$ cat config.mk
export PLATFORM = sky130hd
export DESIGN_NAME = lpac_top
export DESIGN_NICKNAME = d
export VERILOG_FILES = /design/src/lpac_pkg.sv /design/src/lpac_cap_if.sv /design/src/lpac_top.sv /design/src/lpac_capture.sv /design/src/lpac_view_format.sv
export VERILOG_INCLUDE_DIRS = /design/src
export SDC_FILE = /design/constraint.sdc
export NUM_CORES = 1
export LEC_CHECK = 0
export CORE_MARGIN = 3
export CORE_UTILIZATION = 45
export DETAILED_ROUTE_END_ITERATION = 8
export DONT_BUFFER_PORTS = 1
export GPL_ROUTABILITY_DRIVEN = 0
export GPL_TIMING_DRIVEN = 0
export MAX_ROUTING_LAYER = met4
export PLACE_DENSITY = 0.59
export SETUP_SLACK_MARGIN = 0.2
export SLEW_MARGIN = 20
export SYNTH_ARGS = -nofsm -noshare
export SYNTH_HDL_FRONTEND = slang
export SYNTH_HIERARCHICAL = 1
export SYNTH_SLANG_ARGS = --single-unit
$ cat constraint.sdc
create_clock -name hclk -period 2.2 [get_ports hclk]
set_input_delay 0.44 -clock hclk [delete_from_list [all_inputs] [get_ports hclk]]
set_output_delay 0.44 -clock hclk [all_outputs]
set_load 0.1 [all_outputs]
$ cat src/lpac_defines.svh
`ifndef LPAC_DEFINES_SVH
`define LPAC_DEFINES_SVH

// register indices; byte address is four times the index
`define LPAC_IDX_PARTNER 8'h05
`define LPAC_IDX_EXPANSION 8'h06
`define LPAC_IDX_CTRL 8'h10
`define LPAC_IDX_STAT 8'h11
`define LPAC_IDX_UNMAPPED 8'hff

// byte address split: index bits and the upper bits that must be zero
`define LPAC_ADDR_IDX_LSB 2
`define LPAC_ADDR_IDX_MSB 9

// expansion status field
`define LPAC_EXP_PAGE_RX_BIT 1

// control register fields and reset values
`define LPAC_CTRL_CAPTURE_EN_BIT 0
`define LPAC_CTRL_RESET 1'b1

// status register fields
`define LPAC_STAT_VIEW_BIT 0
`define LPAC_STAT_AN_DONE_BIT 1
`define LPAC_STAT_NEXT_SEEN_BIT 2
`define LPAC_STAT_COUNT_LSB 8
`define LPAC_STAT_COUNT_MSB 15

// captured word reset value
`define LPAC_WORD_RESET 16'h0000
`define LPAC_SELECTOR_RESET 5'h00

`endif

$ cat src/lpac_pkg.sv
package lpac_pkg;

  // which layout the partner ability word is shown in
  typedef enum logic [0:0] {
    LPAC_VIEW_BASE = 1'b0,
    LPAC_VIEW_NEXT = 1'b1
  } lpac_view_t;

  // base page as received from the partner
  typedef struct packed {
    logic next_page_request;
    logic partner_ack;
    logic remote_fault_flag;
    logic reserved;
    logic asymmetric_pause_ability;
    logic pause_ability;
    logic four_pair_fast_ability;
    logic fast_full_duplex_ability;
    logic fast_ability;
    logic ten_full_duplex_ability;
    logic ten_ability;
    logic [4:0] selector;
  } lpac_base_page_t;

  // next page as received from the partner
  typedef struct packed {
    logic next_page_request;
    logic partner_ack;
    logic message_page_flag;
    logic partner_comply_ability;
    logic toggle;
    logic [10:0] code;
  } lpac_next_page_t;

endpackage : lpac_pkg

$ cat src/lpac_cap_if.sv
interface lpac_cap_if;
  import lpac_pkg::*;

  logic cap_valid;
  logic [15:0] cap_word;
  logic cap_is_next;
  logic capture_en;
  logic clear_page_rx;
  lpac_base_page_t base_word;
  lpac_next_page_t next_word;
  logic next_seen;
  logic page_rx;
  logic [7:0] cap_count;

  modport capture (
    input cap_valid, cap_word, cap_is_next, capture_en, clear_page_rx,
    output base_word, next_word, next_seen, page_rx, cap_count
  );
  modport owner (
    output cap_valid, cap_word, cap_is_next, capture_en, clear_page_rx,
    input base_word, next_word, next_seen, page_rx, cap_count
  );
endinterface : lpac_cap_if

$ cat src/lpac_top.sv
// Summary of operation
// RL1: read-only 16-bit partner ability word at register index 0x05.
// RL2: after successful negotiation with next pages, show the next-page layout.
// RL3: bit 15 shows the partner's next page request in both layouts.
// RL4: bit 14 partner acknowledge, updated only by the negotiation machine.
// RL5: software should never write the acknowledge bit.
// RL6: base bit 13 shows the partner's remote fault.
// RL7: base bit 12 reserved, reads zero; software writes zero.
// RL8: bit 11 asymmetric pause, bit 10 symmetric pause ability.
// RL9: bit 9 shows partner four-pair 100 Mb/s ability.
// RL10: bits 8..5 show partner 100 full, 100, 10 full, 10 abilities.
// RL11: bits 4:0 hold partner selector; reset value zero.
// RL12: next layout bit 13 message page flag, bits 10:0 code.
// RL13: next layout bit 12 comply ability, bit 11 toggle.
// RL14: each capture sets page-received in expansion status; reading clears it.
// RL15: writes to the partner ability register are ignored.
// RL16: captured fields are zero after reset until a word arrives.
//
// Register access over AHB-Lite was chosen for this implementation.
`include "lpac_defines.svh"

module lpac_top
  import lpac_pkg::*;
(
  input wire logic hclk,               // device clock, 100 MHz
  input wire logic hresetn,            // async reset, active low
  input wire logic hsel,               // slave select
  input wire logic [31:0] haddr,       // byte address
  input wire logic [1:0] htrans,       // transfer type
  input wire logic hwrite,             // write when high
  input wire logic [2:0] hsize,        // transfer size, word only
  input wire logic [2:0] hburst,       // burst type, singles only
  input wire logic [3:0] hprot,        // protection, unused
  input wire logic hready,             // bus ready in
  input wire logic [31:0] hwdata,      // write data
  output logic hreadyout,              // slave ready out
  output logic hresp,                  // response, always okay
  output logic [31:0] hrdata,          // read data
  input wire logic an_word_valid,      // one-cycle pulse: partner word decoded
  input wire logic [15:0] an_word,     // partner code word
  input wire logic an_word_is_next,    // word belongs to a next page
  input wire logic an_complete,        // negotiation finished, level
  input wire logic next_pages_supported // both ends exchange next pages
);

  lpac_cap_if cap_bus ();

  // address phase capture
  logic addr_ok_w;
  logic [7:0] addr_idx_w;
  logic wr_pend_r;
  logic [7:0] wr_idx_r;

  // register state
  logic capture_en_r;
  logic [31:0] rdata_r;
  logic [31:0] rdata_nxt;

  // shown layout
  lpac_view_t view_w;
  logic [15:0] partner_word_w;

  // decode a byte address into a register index; misaligned or out of range
  // addresses fold onto one index that nothing claims
  function automatic logic [7:0] lpac_word_index(input logic [31:0] addr);
    logic [7:0] idx;
    idx = addr[`LPAC_ADDR_IDX_MSB:`LPAC_ADDR_IDX_LSB];
    if (addr[31:`LPAC_ADDR_IDX_MSB + 1] != 22'h000000)
      idx = `LPAC_IDX_UNMAPPED;
    else if (addr[`LPAC_ADDR_IDX_LSB - 1:0] != 2'h0)
      idx = `LPAC_IDX_UNMAPPED;
    return idx;
  endfunction : lpac_word_index

  // the slave never inserts wait states and never errors
  assign hreadyout = 1'b1;
  assign hresp = 1'b0;
  assign hrdata = rdata_r;

  // a transfer is taken when selected, nonseq or seq, and the bus is ready
  assign addr_ok_w = hsel & htrans[1] & hready;
  assign addr_idx_w = lpac_word_index(haddr);

  // connections towards the capture store; same clock, so no synchroniser
  assign cap_bus.cap_valid = an_word_valid;
  assign cap_bus.cap_word = an_word;
  assign cap_bus.cap_is_next = an_word_is_next;
  assign cap_bus.capture_en = capture_en_r;

  // a read of expansion status clears the page received flag in the same
  // edge that loads the read data, so the read still sees the old value
  assign cap_bus.clear_page_rx = addr_ok_w & ~hwrite & (addr_idx_w == `LPAC_IDX_EXPANSION); // RL14

  lpac_capture u_capture (
    .hclk(hclk),
    .hresetn(hresetn),
    .cap(cap_bus.capture)
  );

  // the next-page layout is only shown once negotiation is done, both ends
  // use next pages and one has actually arrived; before that the base page
  always_comb
  begin
    if (an_complete && next_pages_supported && cap_bus.next_seen)
      view_w = LPAC_VIEW_NEXT; // RL2
    else
      view_w = LPAC_VIEW_BASE;
  end

  lpac_view_format u_format (
    .base_word(cap_bus.base_word),
    .next_word(cap_bus.next_word),
    .view(view_w),
    .word(partner_word_w)
  );

  // write data arrives one cycle after its address; keep the target index
  always_ff @(posedge hclk or negedge hresetn)
  begin
    if (!hresetn)
    begin
      wr_pend_r <= 1'b0;
      wr_idx_r <= `LPAC_IDX_UNMAPPED;
    end
    else if (hready)
    begin
      wr_pend_r <= addr_ok_w & hwrite;
      wr_idx_r <= addr_idx_w;
    end
  end

  // control register: only the capture enable is writable; writes to the
  // partner word, expansion and status indices fall through untouched, which
  // also keeps the acknowledge bit out of software's reach
  always_ff @(posedge hclk or negedge hresetn)
  begin
    if (!hresetn)
      capture_en_r <= `LPAC_CTRL_RESET;
    else if (wr_pend_r && (wr_idx_r == `LPAC_IDX_CTRL))
      capture_en_r <= hwdata[`LPAC_CTRL_CAPTURE_EN_BIT];
    else if (wr_pend_r && (wr_idx_r == `LPAC_IDX_PARTNER))
      capture_en_r <= capture_en_r; // RL15 RL5
  end

  // read multiplexer; narrow registers sit in the low bits, the rest zero
  always_comb
  begin
    rdata_nxt = 32'h00000000;
    if (addr_idx_w == `LPAC_IDX_PARTNER)
      rdata_nxt[15:0] = partner_word_w; // RL1
    else if (addr_idx_w == `LPAC_IDX_EXPANSION)
      rdata_nxt[`LPAC_EXP_PAGE_RX_BIT] = cap_bus.page_rx; // RL14
    else if (addr_idx_w == `LPAC_IDX_CTRL)
      rdata_nxt[`LPAC_CTRL_CAPTURE_EN_BIT] = capture_en_r;
    else if (addr_idx_w == `LPAC_IDX_STAT)
    begin
      rdata_nxt[`LPAC_STAT_VIEW_BIT] = view_w;
      rdata_nxt[`LPAC_STAT_AN_DONE_BIT] = an_complete;
      rdata_nxt[`LPAC_STAT_NEXT_SEEN_BIT] = cap_bus.next_seen;
      rdata_nxt[`LPAC_STAT_COUNT_MSB:`LPAC_STAT_COUNT_LSB] = cap_bus.cap_count;
    end
  end

  // read data is loaded at the address edge and stands in the data phase;
  // a capture in that same edge shows on the next read, not this one
  always_ff @(posedge hclk or negedge hresetn)
  begin
    if (!hresetn)
      rdata_r <= 32'h00000000;
    else if (addr_ok_w && !hwrite)
      rdata_r <= rdata_nxt;
  end

endmodule : lpac_top

$ cat src/lpac_capture.sv
`include "lpac_defines.svh"

module lpac_capture
  import lpac_pkg::*;
(
  input wire logic hclk,           // device clock
  input wire logic hresetn,        // async reset, active low
  lpac_cap_if.capture cap          // capture requests and held words
);

  logic take_w;

  assign take_w = cap.cap_valid & cap.capture_en;

  // base page store; only the negotiation machine ever loads it
  always_ff @(posedge hclk or negedge hresetn)
  begin
    if (!hresetn)
      cap.base_word <= lpac_base_page_t'(`LPAC_WORD_RESET); // RL16 RL11
    else if (take_w && !cap.cap_is_next)
    begin
      cap.base_word <= lpac_base_page_t'(cap.cap_word); // RL1 RL4
      cap.base_word.reserved <= 1'b0; // RL7
    end
  end

  // next page store
  always_ff @(posedge hclk or negedge hresetn)
  begin
    if (!hresetn)
      cap.next_word <= lpac_next_page_t'(`LPAC_WORD_RESET); // RL16
    else if (take_w && cap.cap_is_next)
      cap.next_word <= lpac_next_page_t'(cap.cap_word); // RL2 RL4
  end

  // a fresh base page starts a new exchange, so any old next page is stale
  always_ff @(posedge hclk or negedge hresetn)
  begin
    if (!hresetn)
      cap.next_seen <= 1'b0;
    else if (take_w)
      cap.next_seen <= cap.cap_is_next;
  end

  // page received flag: a capture in the clearing cycle wins
  always_ff @(posedge hclk or negedge hresetn)
  begin
    if (!hresetn)
      cap.page_rx <= 1'b0;
    else
      cap.page_rx <= take_w | (cap.page_rx & ~cap.clear_page_rx); // RL14
  end

  // count of captured words, wraps
  always_ff @(posedge hclk or negedge hresetn)
  begin
    if (!hresetn)
      cap.cap_count <= 8'h00;
    else if (take_w)
      cap.cap_count <= cap.cap_count + 8'h01;
  end

endmodule : lpac_capture

$ cat src/lpac_view_format.sv
module lpac_view_format
  import lpac_pkg::*;
(
  input lpac_base_page_t base_word,   // held base page
  input lpac_next_page_t next_word,   // held next page
  input lpac_view_t view,             // layout to show
  output logic [15:0] word            // formatted partner ability word
);

  // place every field at its bit; reserved base bit always reads zero
  always_comb
  begin
    word = 16'h0000;
    if (view == LPAC_VIEW_NEXT)
    begin
      word[15] = next_word.next_page_request; // RL3
      word[14] = next_word.partner_ack; // RL4
      word[13] = next_word.message_page_flag; // RL12
      word[12] = next_word.partner_comply_ability; // RL13
      word[11] = next_word.toggle; // RL13
      word[10:0] = next_word.code; // RL12
    end
    else
    begin
      word[15] = base_word.next_page_request; // RL3
      word[14] = base_word.partner_ack; // RL4
      word[13] = base_word.remote_fault_flag; // RL6
      word[12] = 1'b0; // RL7
      word[11] = base_word.asymmetric_pause_ability; // RL8
      word[10] = base_word.pause_ability; // RL8
      word[9] = base_word.four_pair_fast_ability; // RL9
      word[8] = base_word.fast_full_duplex_ability; // RL10
      word[7] = base_word.fast_ability; // RL10
      word[6] = base_word.ten_full_duplex_ability; // RL10
      word[5] = base_word.ten_ability; // RL10
      word[4:0] = base_word.selector; // RL11
    end
  end

endmodule : lpac_view_format

== Yosys cells after proc, flatten, opt, wreduce, memory -nomap -nowiden ==
Cells that the tools add are included.

* Add/sub/neg operators: 1
* Equal/unequal tests: 5
* Muxes and demuxes: 16
* Bitwise gates (word level): 10
* Reductions and logical operators: 10

{| class="wikitable"
|+ Operators by type and width
! kind !! number
|-
| $mux 8 || 6
|-
| $eq 8x5->1 const B || 3
|-
| $reduce_bool 22->1 || 1
|-
| $eq 8x3->1 const B || 2
|-
| $mux 16 || 1
|-
| $add 8x1->8 const B || 1
|-
| $and 1x1->1 || 7
|-
| $logic_and 1x1->1 || 6
|-
| $mux 3 || 2
|-
| $mux 1 || 5
|-
| $mux 5 || 1
|-
| $logic_not 1->1 || 2
|-
| $mux 2 || 1
|-
| $not 1->1 || 2
|-
| $reduce_bool 2->1 || 1
|-
| $or 1x1->1 || 1
|}

* Flip-flop bits (word level): 67
* Output and inout port bits: 34
* Logic and storage cells: 66

== Logic depth before layout (Yosys ltp) ==
Gate-level depths: netlist of run 1.

* Word-level depth: 8
* Depth in mapped cells: 6
* Gate-level depth less buffers: 5

== Modules after synthesis ==
The synthesis of run 1 kept the hierarchy.

{| class="wikitable"
|+ Modules (own cells, without submodules)
! module !! instances !! cells each !! area each (um^2) !! seq. area each (um^2)
|-
| lpac_capture || 1 || 104 || 1620.3 || 1026.0
|-
| lpac_top || 1 || 142 || 1443.9 || 661.9
|-
| lpac_view_format || 1 || 18 || 241.5 || 0.0
|}

== Worst setup path after synthesis of run 1 ==
OpenSTA, ideal clock, no wires.

* Kind: input-to-reg
* Start: input port haddr[8]
* End: register rdata_r[10] (netlist: hrdata[10])
* Library setup time: 0.066 ns
* Data arrival time: 1.737 ns
* Data required time: 2.134 ns
* Path slack: 0.397 ns
* Stages on the path: 6
* Path through: or4_4 nor3_2 and4b_1 buf_6 buf_8 a221o_1

* Cells in the longest elaborated chain, start to end: 7

{| class="wikitable"
|+ Ends and longest elaborated chain
! element !! RTL line !! RTL
|-
| start, declared || lpac_top.sv:28 || <nowiki>input wire logic [31:0] haddr,</nowiki>
|-
| $mux 8 (*) || lpac_top.sv:70 || <nowiki>else if (addr[`LPAC_ADDR_IDX_LSB - 1:0] != 2'h0)</nowiki>
|-
| $mux 8 (*) || lpac_top.sv:68 || <nowiki>if (addr[31:`LPAC_ADDR_IDX_MSB + 1] != 22'h000000)</nowiki>
|-
| $eq 8x5->1 (no source line) || -- ||
|-
| $mux 8 || lpac_top.sv:155 || <nowiki>else if (addr_idx_w == `LPAC_IDX_STAT)</nowiki>
|-
| $mux 8 || lpac_top.sv:153 || <nowiki>else if (addr_idx_w == `LPAC_IDX_CTRL)</nowiki>
|-
| $mux 8 || lpac_top.sv:151 || <nowiki>else if (addr_idx_w == `LPAC_IDX_EXPANSION)</nowiki>
|-
| $mux 8 (*) || lpac_top.sv:149 || <nowiki>if (addr_idx_w == `LPAC_IDX_PARTNER)</nowiki>
|-
| end signal, assigned || lpac_top.sv:171 || <nowiki>rdata_r <= rdata_nxt;</nowiki>
|-
| end, declared || lpac_top.sv:56 || <nowiki>logic [31:0] rdata_r;</nowiki>
|}

Mark *: on every way between the ends. The rest lies on a longest branch, timed or not.
A chain may end at the register's enable or synchronous reset.

== Worst setup path in the final report of run 1 ==
* Start: input port hready
* End: register rdata_r[1] (netlist: hrdata[1])

* Cells in the longest elaborated chain, start to end: 2

{| class="wikitable"
|+ Ends and longest elaborated chain
! element !! RTL line !! RTL
|-
| start, declared || lpac_top.sv:34 || <nowiki>input wire logic hready,</nowiki>
|-
| $and 1x1->1 || lpac_top.sv:81 || <nowiki>assign addr_ok_w = hsel & htrans[1] & hready;</nowiki>
|-
| $logic_and 1x1->1 || lpac_top.sv:170 || <nowiki>else if (addr_ok_w && !hwrite)</nowiki>
|}

Every way passes these cells.

==> results.toml, run 1 <==
[run_status]
outcome = "complete, no violations"

[sta]
fin_skew_ns = 0.00713
fmax_mhz = 566
min_period_ns = 1.77
slew_headroom_pct = 38.0
hold_viol_final = 0
final-setup-viol-count = 0
rsz0062_at_grt = "false"
post-route-period-util_pct = 80.3
drv_slew = 0
setup_tns_ns = 0
hold_ws_ns = 0.191
fin_ws_ns = 0.433
worst_pin_slew_ns = 0.930

[route]
drt-pass1-iter-count = 4
num_vias = 2022
drtIter0Drc = 112
wl_mm = 6.58
wl_per_cell_um = 16.8
avgViaCountPerCell = 5.16
final_antenna_net_count = 0
drc = 0

[power_and_ir_drop]
switching_share_pct = 28.6
pwr-share-clk_pct = 29.9
p_leak_nw = 1.70
seqPwrFrac_pct = 51.7
combPwrFrac_pct = 18.4
power.total_mw = 2.94
pwr_density_cell_nw_per_um2 = 799
internal_power_mw = 2.10
switchingPower_mw = 0.840
ir_drop_v = 0.000450

[die]
die_width_um = 91.6
initial_core_util_pct = 47.4
dieArea_um2 = 8380
core_um2 = 6940
placement_rows = 30
die_h_um = 91.6
ios = 135

[setup_path]
arrival_ns = 2.01
cp.required_ns = 2.44
r2r_cells = 3
cp_max_fo = 10
timing.rr.start = "cap_bus.capture_en$_DFFE_PN1P_"
crit_start = "hready"
crit_end = "hrdata[1]$_DFFE_PN0P_"
end_kind = "flop"
setup.worst_path.class = "in -> reg"
reg2reg_setup_slack_ns = 0.46
worstReg2RegEnd = "u_capture/cap.next_word[6]$_DFFE_PN0P_"
start_kind = "input port"

[placed_design]
dp_worst_setup_slack_ns = 0.0892
dp_hpwl_mm = 4.60
port_buffers = 0
place_area_um2 = 3470
dp.cells = 374

[cts]
htree_num_levels = 3
cts_buffers = 9
cts_max_path_buffers = 2
clock_latency_ns = 0.34
postCtsSetupBuffers = 0
cts_tree = "done"
clock-sinks = 67
clk_pin_slew_ns = 0.07
cts-root-buf = "clkbuf_8"

[global_route]
antenna_found_initial = 0
grt_max_degree = 68
grt_util_all_layers_pct = 16.7
grt_pass1_vias = 2038
use_met1_pct = 22.2
grt_pass1_wl_mm = 10.6
overflow = 0
top_usage_layer = "met2"
met3_usage_pct = 5.47
use_met2_pct = 23.8

[flow_run]
maxCapViolations = 0

[finish]
nFillCells = 617
fin_nets = 393
fin_cells = 392
area_delta_synth_final_pct = 11.6
final_util_pct = 52.9
diodes = 0
drive_gt1_share_pct = 36.8
layout_commonest_cell = "dfrtp_1"
layout_common_cells = "58 x dfrtp_1, 30 x mux2_2, 19 x mux2_4, 18 x buf_4, 18 x conb_1"
fin_area_um2 = 3680

[worst_hold_path]
hold_class = "in -> reg"

[yosys]
synth_cells = 262
synth_area_um2 = 3290
ys_warn_count = 6
syn_avg_cell_area_um2 = 12.6
how the worst min path moves through the flow:
stage | end | from | slack, ns | depth (start not counted)
6_report | wr_idx_r[5]$_DFFE_PN1P_ | haddr[7] | 0.19 | 2
5_1_grt | wr_idx_r[6]$_DFFE_PN1P_ | haddr[8] | 0.18 | 2
4_1_cts | wr_idx_r[5]$_DFFE_PN1P_ | haddr[7] | 0.18 | 2
3_5_place_dp | u_capture/cap.base_word[11]$_DFFE_PN0P_ | hresetn | 0.15 | 0
3_3_place_gp | u_capture/cap.base_word[11]$_DFFE_PN0P_ | hresetn | 0.15 | 0
2_1_floorplan | hrdata[0]$_DFFE_PN0P_ | hresetn | 0.14 | 0
power by group through the flow:
stage | combinational [mW] | sequential [mW] | clock [mW]
2_1_floorplan | 0.474 | 1.50 | 0
3_3_place_gp | 0.503 | 1.54 | 0
3_5_place_dp | 0.511 | 1.54 | 0
4_1_cts | 0.546 | 1.52 | 0.905
5_1_grt | 0.585 | 1.54 | 0.964
6_report | 0.541 | 1.52 | 0.877
cell type report:
| class | count | area [um^2] | share of cell area (%) |
|---|---|---|---|
| Buffer | 31 | 245 | 6.67 |
| Clock buffer | 13 | 149 | 4.05 |
| Clock inverter | 3 | 15.0 | 0.408 |
| Inverter | 10 | 37.5 | 1.02 |
| Multi-Input combinational cell | 170 | 1380 | 37.6 |
| Sequential cell | 67 | 1690 | 45.9 |
| Tap cell | 96 | 120 | 3.27 |
| Timing Repair Buffer | 2 | 37.5 | 1.02 |
timing repair:
item | CTS | global route
gates resized for setup | 0 | 0
endpoints found under the setup margin | 0 | 0
hold buffers | 2 | 0
hold endpoints to repair | 67 | 0
worst max-delay path, stage by stage:
cell and delay (ns):
buf_2 0.19, nand4b_1 0.19, clkbuf_1 0.28, clkbuf_1 0.33, a211o_2 0.39, o31ai_1 0.19
layer usage:
| layer | part of all wire (%) | up-vias |
|---|---|---|
| li1 | - | 959 |
| met1 | 45 | 981 |
| met2 | 45 | 76 |
| met3 | 8.9 | 6 |
| met4 | 0.94 | 0 |
| met5 | 0 | - |
registers in the layout, indices dropped and copies added, names as in the netlist:
| register | cells |
|---|---|
| u_capture/cap.cap_count | 8 |
| wr_pend_r | 1 |
| cap_bus.capture_en | 1 |
| wr_idx_r | 8 |
| hrdata | 16 |
| u_capture/cap.base_word | 15 |
| u_capture/cap.page_rx | 1 |
| u_capture/cap.next_seen | 1 |
| u_capture/cap.next_word | 16 |
Power figures use the tool's default switching activity.
==> inputs of run 2 (changes only) <==
clock period = 1.7 ns   (was 2.2 ns; I/O delays follow)
==> results.toml, run 2 (synthesis gave the netlist of run 1 again) <==
[setup_path]
end_kind = "flop"
crit_chain = "and3_4 -> buf_8 -> buf_12 -> mux2_4 -> a221o_2"
worstReg2RegEnd = "hrdata[14]$_DFFE_PN0P_"
cp.required_ns = 1.92
crit_path_top_delay_cell = "dfrtp_1"
path_buf_inv = 2
crit_family = "flip-flops"
timing.rr.start = "u_capture/cap.next_seen$_DFFE_PN0P_"
cpPeakStageDelay_ns = 0.38
cp_max_fo = 8
reg2reg_setup_slack_ns = 0.13
start_kind = "flop"
r2r_cells = 5
setup.worst_path.class = "reg -> reg"
arrival_ns = 1.79

[global_route]
grt_util_all_layers_pct = 17.4
overflow = 0
antenna_found_initial = 0
grt_max_degree = 68
grt_pass1_vias = 2152
grt_pass1_wl_mm = 11.0

[power_and_ir_drop]
power.total_mw = 4.20
pwr_density_cell_nw_per_um2 = 1060
ir_drop_v = 0.000490
p_leak_nw = 1.82

[die]
ios = 135
initial_core_util_pct = 47.4
core_um2 = 6940
die_h_um = 91.6
die_width_um = 91.6
dieArea_um2 = 8380
placement_rows = 30

[sta]
min_period_ns = 1.57
fin_skew_ns = 0.0108
fin_ws_ns = 0.128
hold_viol_final = 67
worst_pin_slew_ns = 0.514
setup_tns_ns = 0
drv_slew = 0
slew_headroom_pct = 65.7
fmax_mhz = 636
final-setup-viol-count = 0
rsz0062_at_grt = "true"
hold_ws_ns = -0.301
post-route-period-util_pct = 92.4

[route]
final_antenna_net_count = 0
drtIter0Drc = 95
num_vias = 2084
avgViaCountPerCell = 5.12
drt-pass1-iter-count = 4
drc = 0
wl_mm = 7.13
wl_per_cell_um = 17.5

[finish]
multi_input_area_um2 = 1430
regArea_um2 = 1710
diodes = 0
drive_gt1_share_pct = 48.2
layout_commonest_cell = "dfrtp_1"
nFillCells = 606
layout_common_cells = "42 x dfrtp_1, 33 x buf_4, 26 x mux2_2, 23 x mux2_4, 18 x conb_1"
fin_nets = 408
area_delta_synth_final_pct = 20.1
fin_cells = 407

[cts]
clock_latency_ns = 0.33
cts_buffers = 9
cts-root-buf = "clkbuf_8"
cts_tree = "done"
clock-sinks = 67
htree_num_levels = 3
clk_pin_slew_ns = 0.08
cts_max_path_buffers = 2

[run_status]
violations = "negative hold slack"
outcome = "finished, violations left"

[worst_hold_path]
hold_class = "in -> async"

[placed_design]
dp_worst_setup_slack_ns = -0.143
port_buffers = 0
dp_hpwl_mm = 4.81
dp.cells = 374

[flow_run]
maxCapViolations = 0
run 2: cell types whose count changed in the layout (fill, tap and decap cells not counted), moves of 2 or more:
cell	delta
buf_2	-3
buf_4	+15
buf_8	+2
bufinv_16	+2
clkbuf_1	-5
clkbuf_2	+2
clkbuf_4	+2
clkinv_2	-2
dfrtp_1	-16
dfrtp_2	+16
mux2_2	-4
mux2_4	+4
run 2: repair_timing:
item                                    in CTS  in global routing
pin swaps                                    7                  1
setup buffers                               10                  6
hold endpoints to repair                    67                 67
endpoints found under the setup margin      53                 39
gates cloned                                 0                  1
gates resized for setup                     23                  9
run 2: worst register-to-register path: cells and delay by family (launching register included):
family	cells	cell delay [ns]
buffers and inverters	2	0.27
muxes	1	0.30
and+or+nand+nor	1	0.16
DFF	1	0.38
AOI/OAI and AO/OA	1	0.35
run 2: where the power goes:
part,total [mW],leakage (nW),internal [mW],switching (mW)
combinational,0.736,0.915,0.385,0.350
clock,1.50,0.113,0.905,0.595
sequential,1.97,0.795,1.81,0.161
total,4.20,1.82,3.10,1.11
run 2: layout make-up:
| class | instances | area share (%) |
|---|---|---|
| clock buffers | 12 | 3.92 |
| plain buffers | 31 | 7.05 |
| repair buffers | 17 | 3.86 |
| inverters | 10 | 0.949 |
| well taps | 96 | 3.04 |
| flip-flops and latches | 67 | 43.2 |
| multi-input cells | 170 | 36.2 |
| clock inverters | 4 | 1.83 |
run 2: per-layer routing:
| metal | global-route usage [%] | wire (um) | part of all wire, % | vias up |
|---|---|---|---|---|
| li1 | - | - | - | 991 |
| met1 | 22.2 | 3200 | 45 | 1014 |
| met2 | 25.9 | 3300 | 46 | 74 |
| met3 | 5.22 | 560 | 7.9 | 5 |
| met4 | 7.16 | 74 | 1.0 | 0 |
| met5 | - | 0 | 0 | - |
run 2: how the worst max path moves through the flow:
stage	start	to	cells past startpoint
after global routing	u_capture/cap.next_seen$_DFFE_PN0P_	hrdata[14]$_DFFE_PN0P_	5
after CTS	u_capture/cap.next_seen$_DFFE_PN0P_	hrdata[14]$_DFFE_PN0P_	5
after detailed placement	cap_bus.capture_en$_DFFE_PN1P_	u_capture/cap.next_word[9]$_DFFE_PN0P_	3
after global placement	haddr[5]	hrdata[9]$_DFFE_PN0P_	5
after floorplan	haddr[5]	hrdata[10]$_DFFE_PN0P_	6
final	u_capture/cap.next_seen$_DFFE_PN0P_	hrdata[14]$_DFFE_PN0P_	5
run 2: metrics by stage:
stage	cell area, um^2	util [%]
floorplan	3380	-
global placement	3500	50.3
detailed placement	3500	50.3
CTS	3850	55.5
global route	3960	57.0
finish	3960	57.0
==> inputs of run 3 (changes only) <==
CORE_ASPECT_RATIO = 0.5   (was not set)
PLACE_DENSITY = 0.66   (was 0.59)
==> results.toml, run 3 (synthesis gave the netlist of run 1 again) <==
[setup_path]
cpPeakStageDelay_ns = 0.36
cp.required_ns = 1.90
crit_chain = "and3_4 -> buf_8 -> buf_12 -> mux2_4 -> a221o_1"
setup.worst_path.class = "reg -> reg"
path_buf_inv = 2
arrival_ns = 1.80
start_kind = "flop"
crit_path_top_delay_cell = "dfrtp_1"
crit_family = "flip-flops"
cp_max_fo = 8
end_kind = "flop"

[die]
dieArea_um2 = 8450
die_h_um = 66.5
die_width_um = 127
ios = 135
initial_core_util_pct = 47.9
core_um2 = 6880
placement_rows = 21

[global_route]
overflow = 0
grt_pass1_vias = 2299
met3_usage_pct = 6.57
grt_max_degree = 68
antenna_found_initial = 0
top_usage_layer = "met2"
use_met2_pct = 32.0
grt_util_all_layers_pct = 18.9
grt_pass1_wl_mm = 11.7
use_met1_pct = 21.3

[run_status]
outcome = "finished, violations left"
violations = "negative hold slack"

[route]
wl_mm = 7.46
drtIter0Drc = 157
drt-pass1-iter-count = 4
drc = 0
num_vias = 2179
avgViaCountPerCell = 5.43
wl_per_cell_um = 18.6
final_antenna_net_count = 0

[sta]
min_period_ns = 1.60
worst_pin_slew_ns = 0.516
drv_slew = 0
fin_skew_ns = 0.00738
hold_viol_final = 67
fmax_mhz = 626
final-setup-viol-count = 0
setup_tns_ns = 0
fin_ws_ns = 0.104
slew_headroom_pct = 65.6
hold_ws_ns = -0.287
rsz0062_at_grt = "true"
post-route-period-util_pct = 93.9

[finish]
layout_commonest_cell = "dfrtp_1"
drive_gt1_share_pct = 47.9
fin_cells = 401
fin_nets = 406
final_util_pct = 58.6
layout_common_cells = "42 x dfrtp_1, 30 x buf_4, 28 x mux2_2, 21 x mux2_4, 18 x conb_1"
nFillCells = 551
area_delta_synth_final_pct = 22.4
diodes = 0

[cts]
cts-root-buf = "clkbuf_16"
cts_tree = "done"
clock-sinks = 67
cts_buffers = 9
cts_max_path_buffers = 2
clock_latency_ns = 0.33
htree_num_levels = 3
clk_pin_slew_ns = 0.06

[placed_design]
dp.cells = 370
dp_worst_setup_slack_ns = -0.152
dp_hpwl_mm = 4.84
port_buffers = 0

[worst_hold_path]
hold_class = "in -> async"

[power_and_ir_drop]
ir_drop_v = 0.000655
p_leak_nw = 1.85
pwr_density_cell_nw_per_um2 = 1170
power.total_mw = 4.70

[flow_run]
maxCapViolations = 0
==> run 3: cell count changes in the layout (fill, tap and decap cells not counted), moves of 2 or more <==
cell | previous run | this run
clkbuf_8 | 11 | 1
clkbuf_16 | 1 | 9
buf_4 | 33 | 30
mux2_2 | 26 | 28
mux2_4 | 23 | 21
nor3_1 | 5 | 3
nor3_2 | 2 | 4
==> run 3: where the power goes <==
group	internal [mW]	leakage, nW	switching (mW)	total, mW
logic	0.379	0.899	0.366	0.745
registers	1.81	0.795	0.162	1.97
clock network	1.32	0.155	0.662	1.99
total	3.51	1.85	1.19	4.70
==> run 3: path summary, 6_finish.rpt <==
check | from | endpoint | slack [ns] | cells past startpoint
worst max-delay path | u_capture/cap.next_seen$_DFFE_PN0P_ | hrdata[11]$_DFFE_PN0P_ | 0.10 | 5
min in group hclk | haddr[7] | wr_idx_r[5]$_DFFE_PN1P_ | 0.11 | 2
worst min-delay path | hresetn | hrdata[7]$_DFFE_PN0P_ | -0.29 | 0
worst max register to register | u_capture/cap.next_seen$_DFFE_PN0P_ | hrdata[11]$_DFFE_PN0P_ | 0.10 | 5
max in group asynchronous | hresetn | cap_bus.capture_en$_DFFE_PN1P_ | 1.80 | 0
worst min register to register | u_capture/cap.cap_count[7]$_DFFE_PN0P_ | u_capture/cap.cap_count[7]$_DFFE_PN0P_ | 0.47 | 1
==> run 3: worst register-to-register path: stages, from the launching register on <==
cell,delay (ns)
dfrtp_1,0.36
and3_4,0.20
buf_8,0.13
buf_12,0.14
mux2_4,0.31
a221o_1,0.33
==> run 3: per-layer routing <==
metal  wire length (um)  vias up
li1                   -      989
met1               3030     1070
met2               3600      105
met3                691       15
met4                144        0
met5                  0        -
==> run 3: what timing repair did <==
action,CTS,global route
cloned,1,0
resized for setup,24,9
setup endpoints to repair,53,40
endpoints found under the hold margin,67,67
pin swaps,6,4
setup buffers,9,5
==> run 3: metrics by stage <==
stage               cell area [um^2]  hold slack (ns)
finish                          4030           -0.287
global route                    4030           -0.302
CTS                             3960           -0.301
detailed placement              3490           0.0459
global placement                3490           0.0465
floorplan                       3380           0.0444
==> run 3: final cells by class <==
class | count | area, um^2 | share of cell area, %
buffer | 31 | 277 | 6.86
clock buffer | 12 | 246 | 6.11
clock inverter | 4 | 72.6 | 1.80
inverter | 10 | 37.5 | 0.931
multi-input combinational | 170 | 1430 | 35.5
sequential | 67 | 1710 | 42.4
tap | 92 | 115 | 2.85
timing repair buffer | 15 | 144 | 3.57
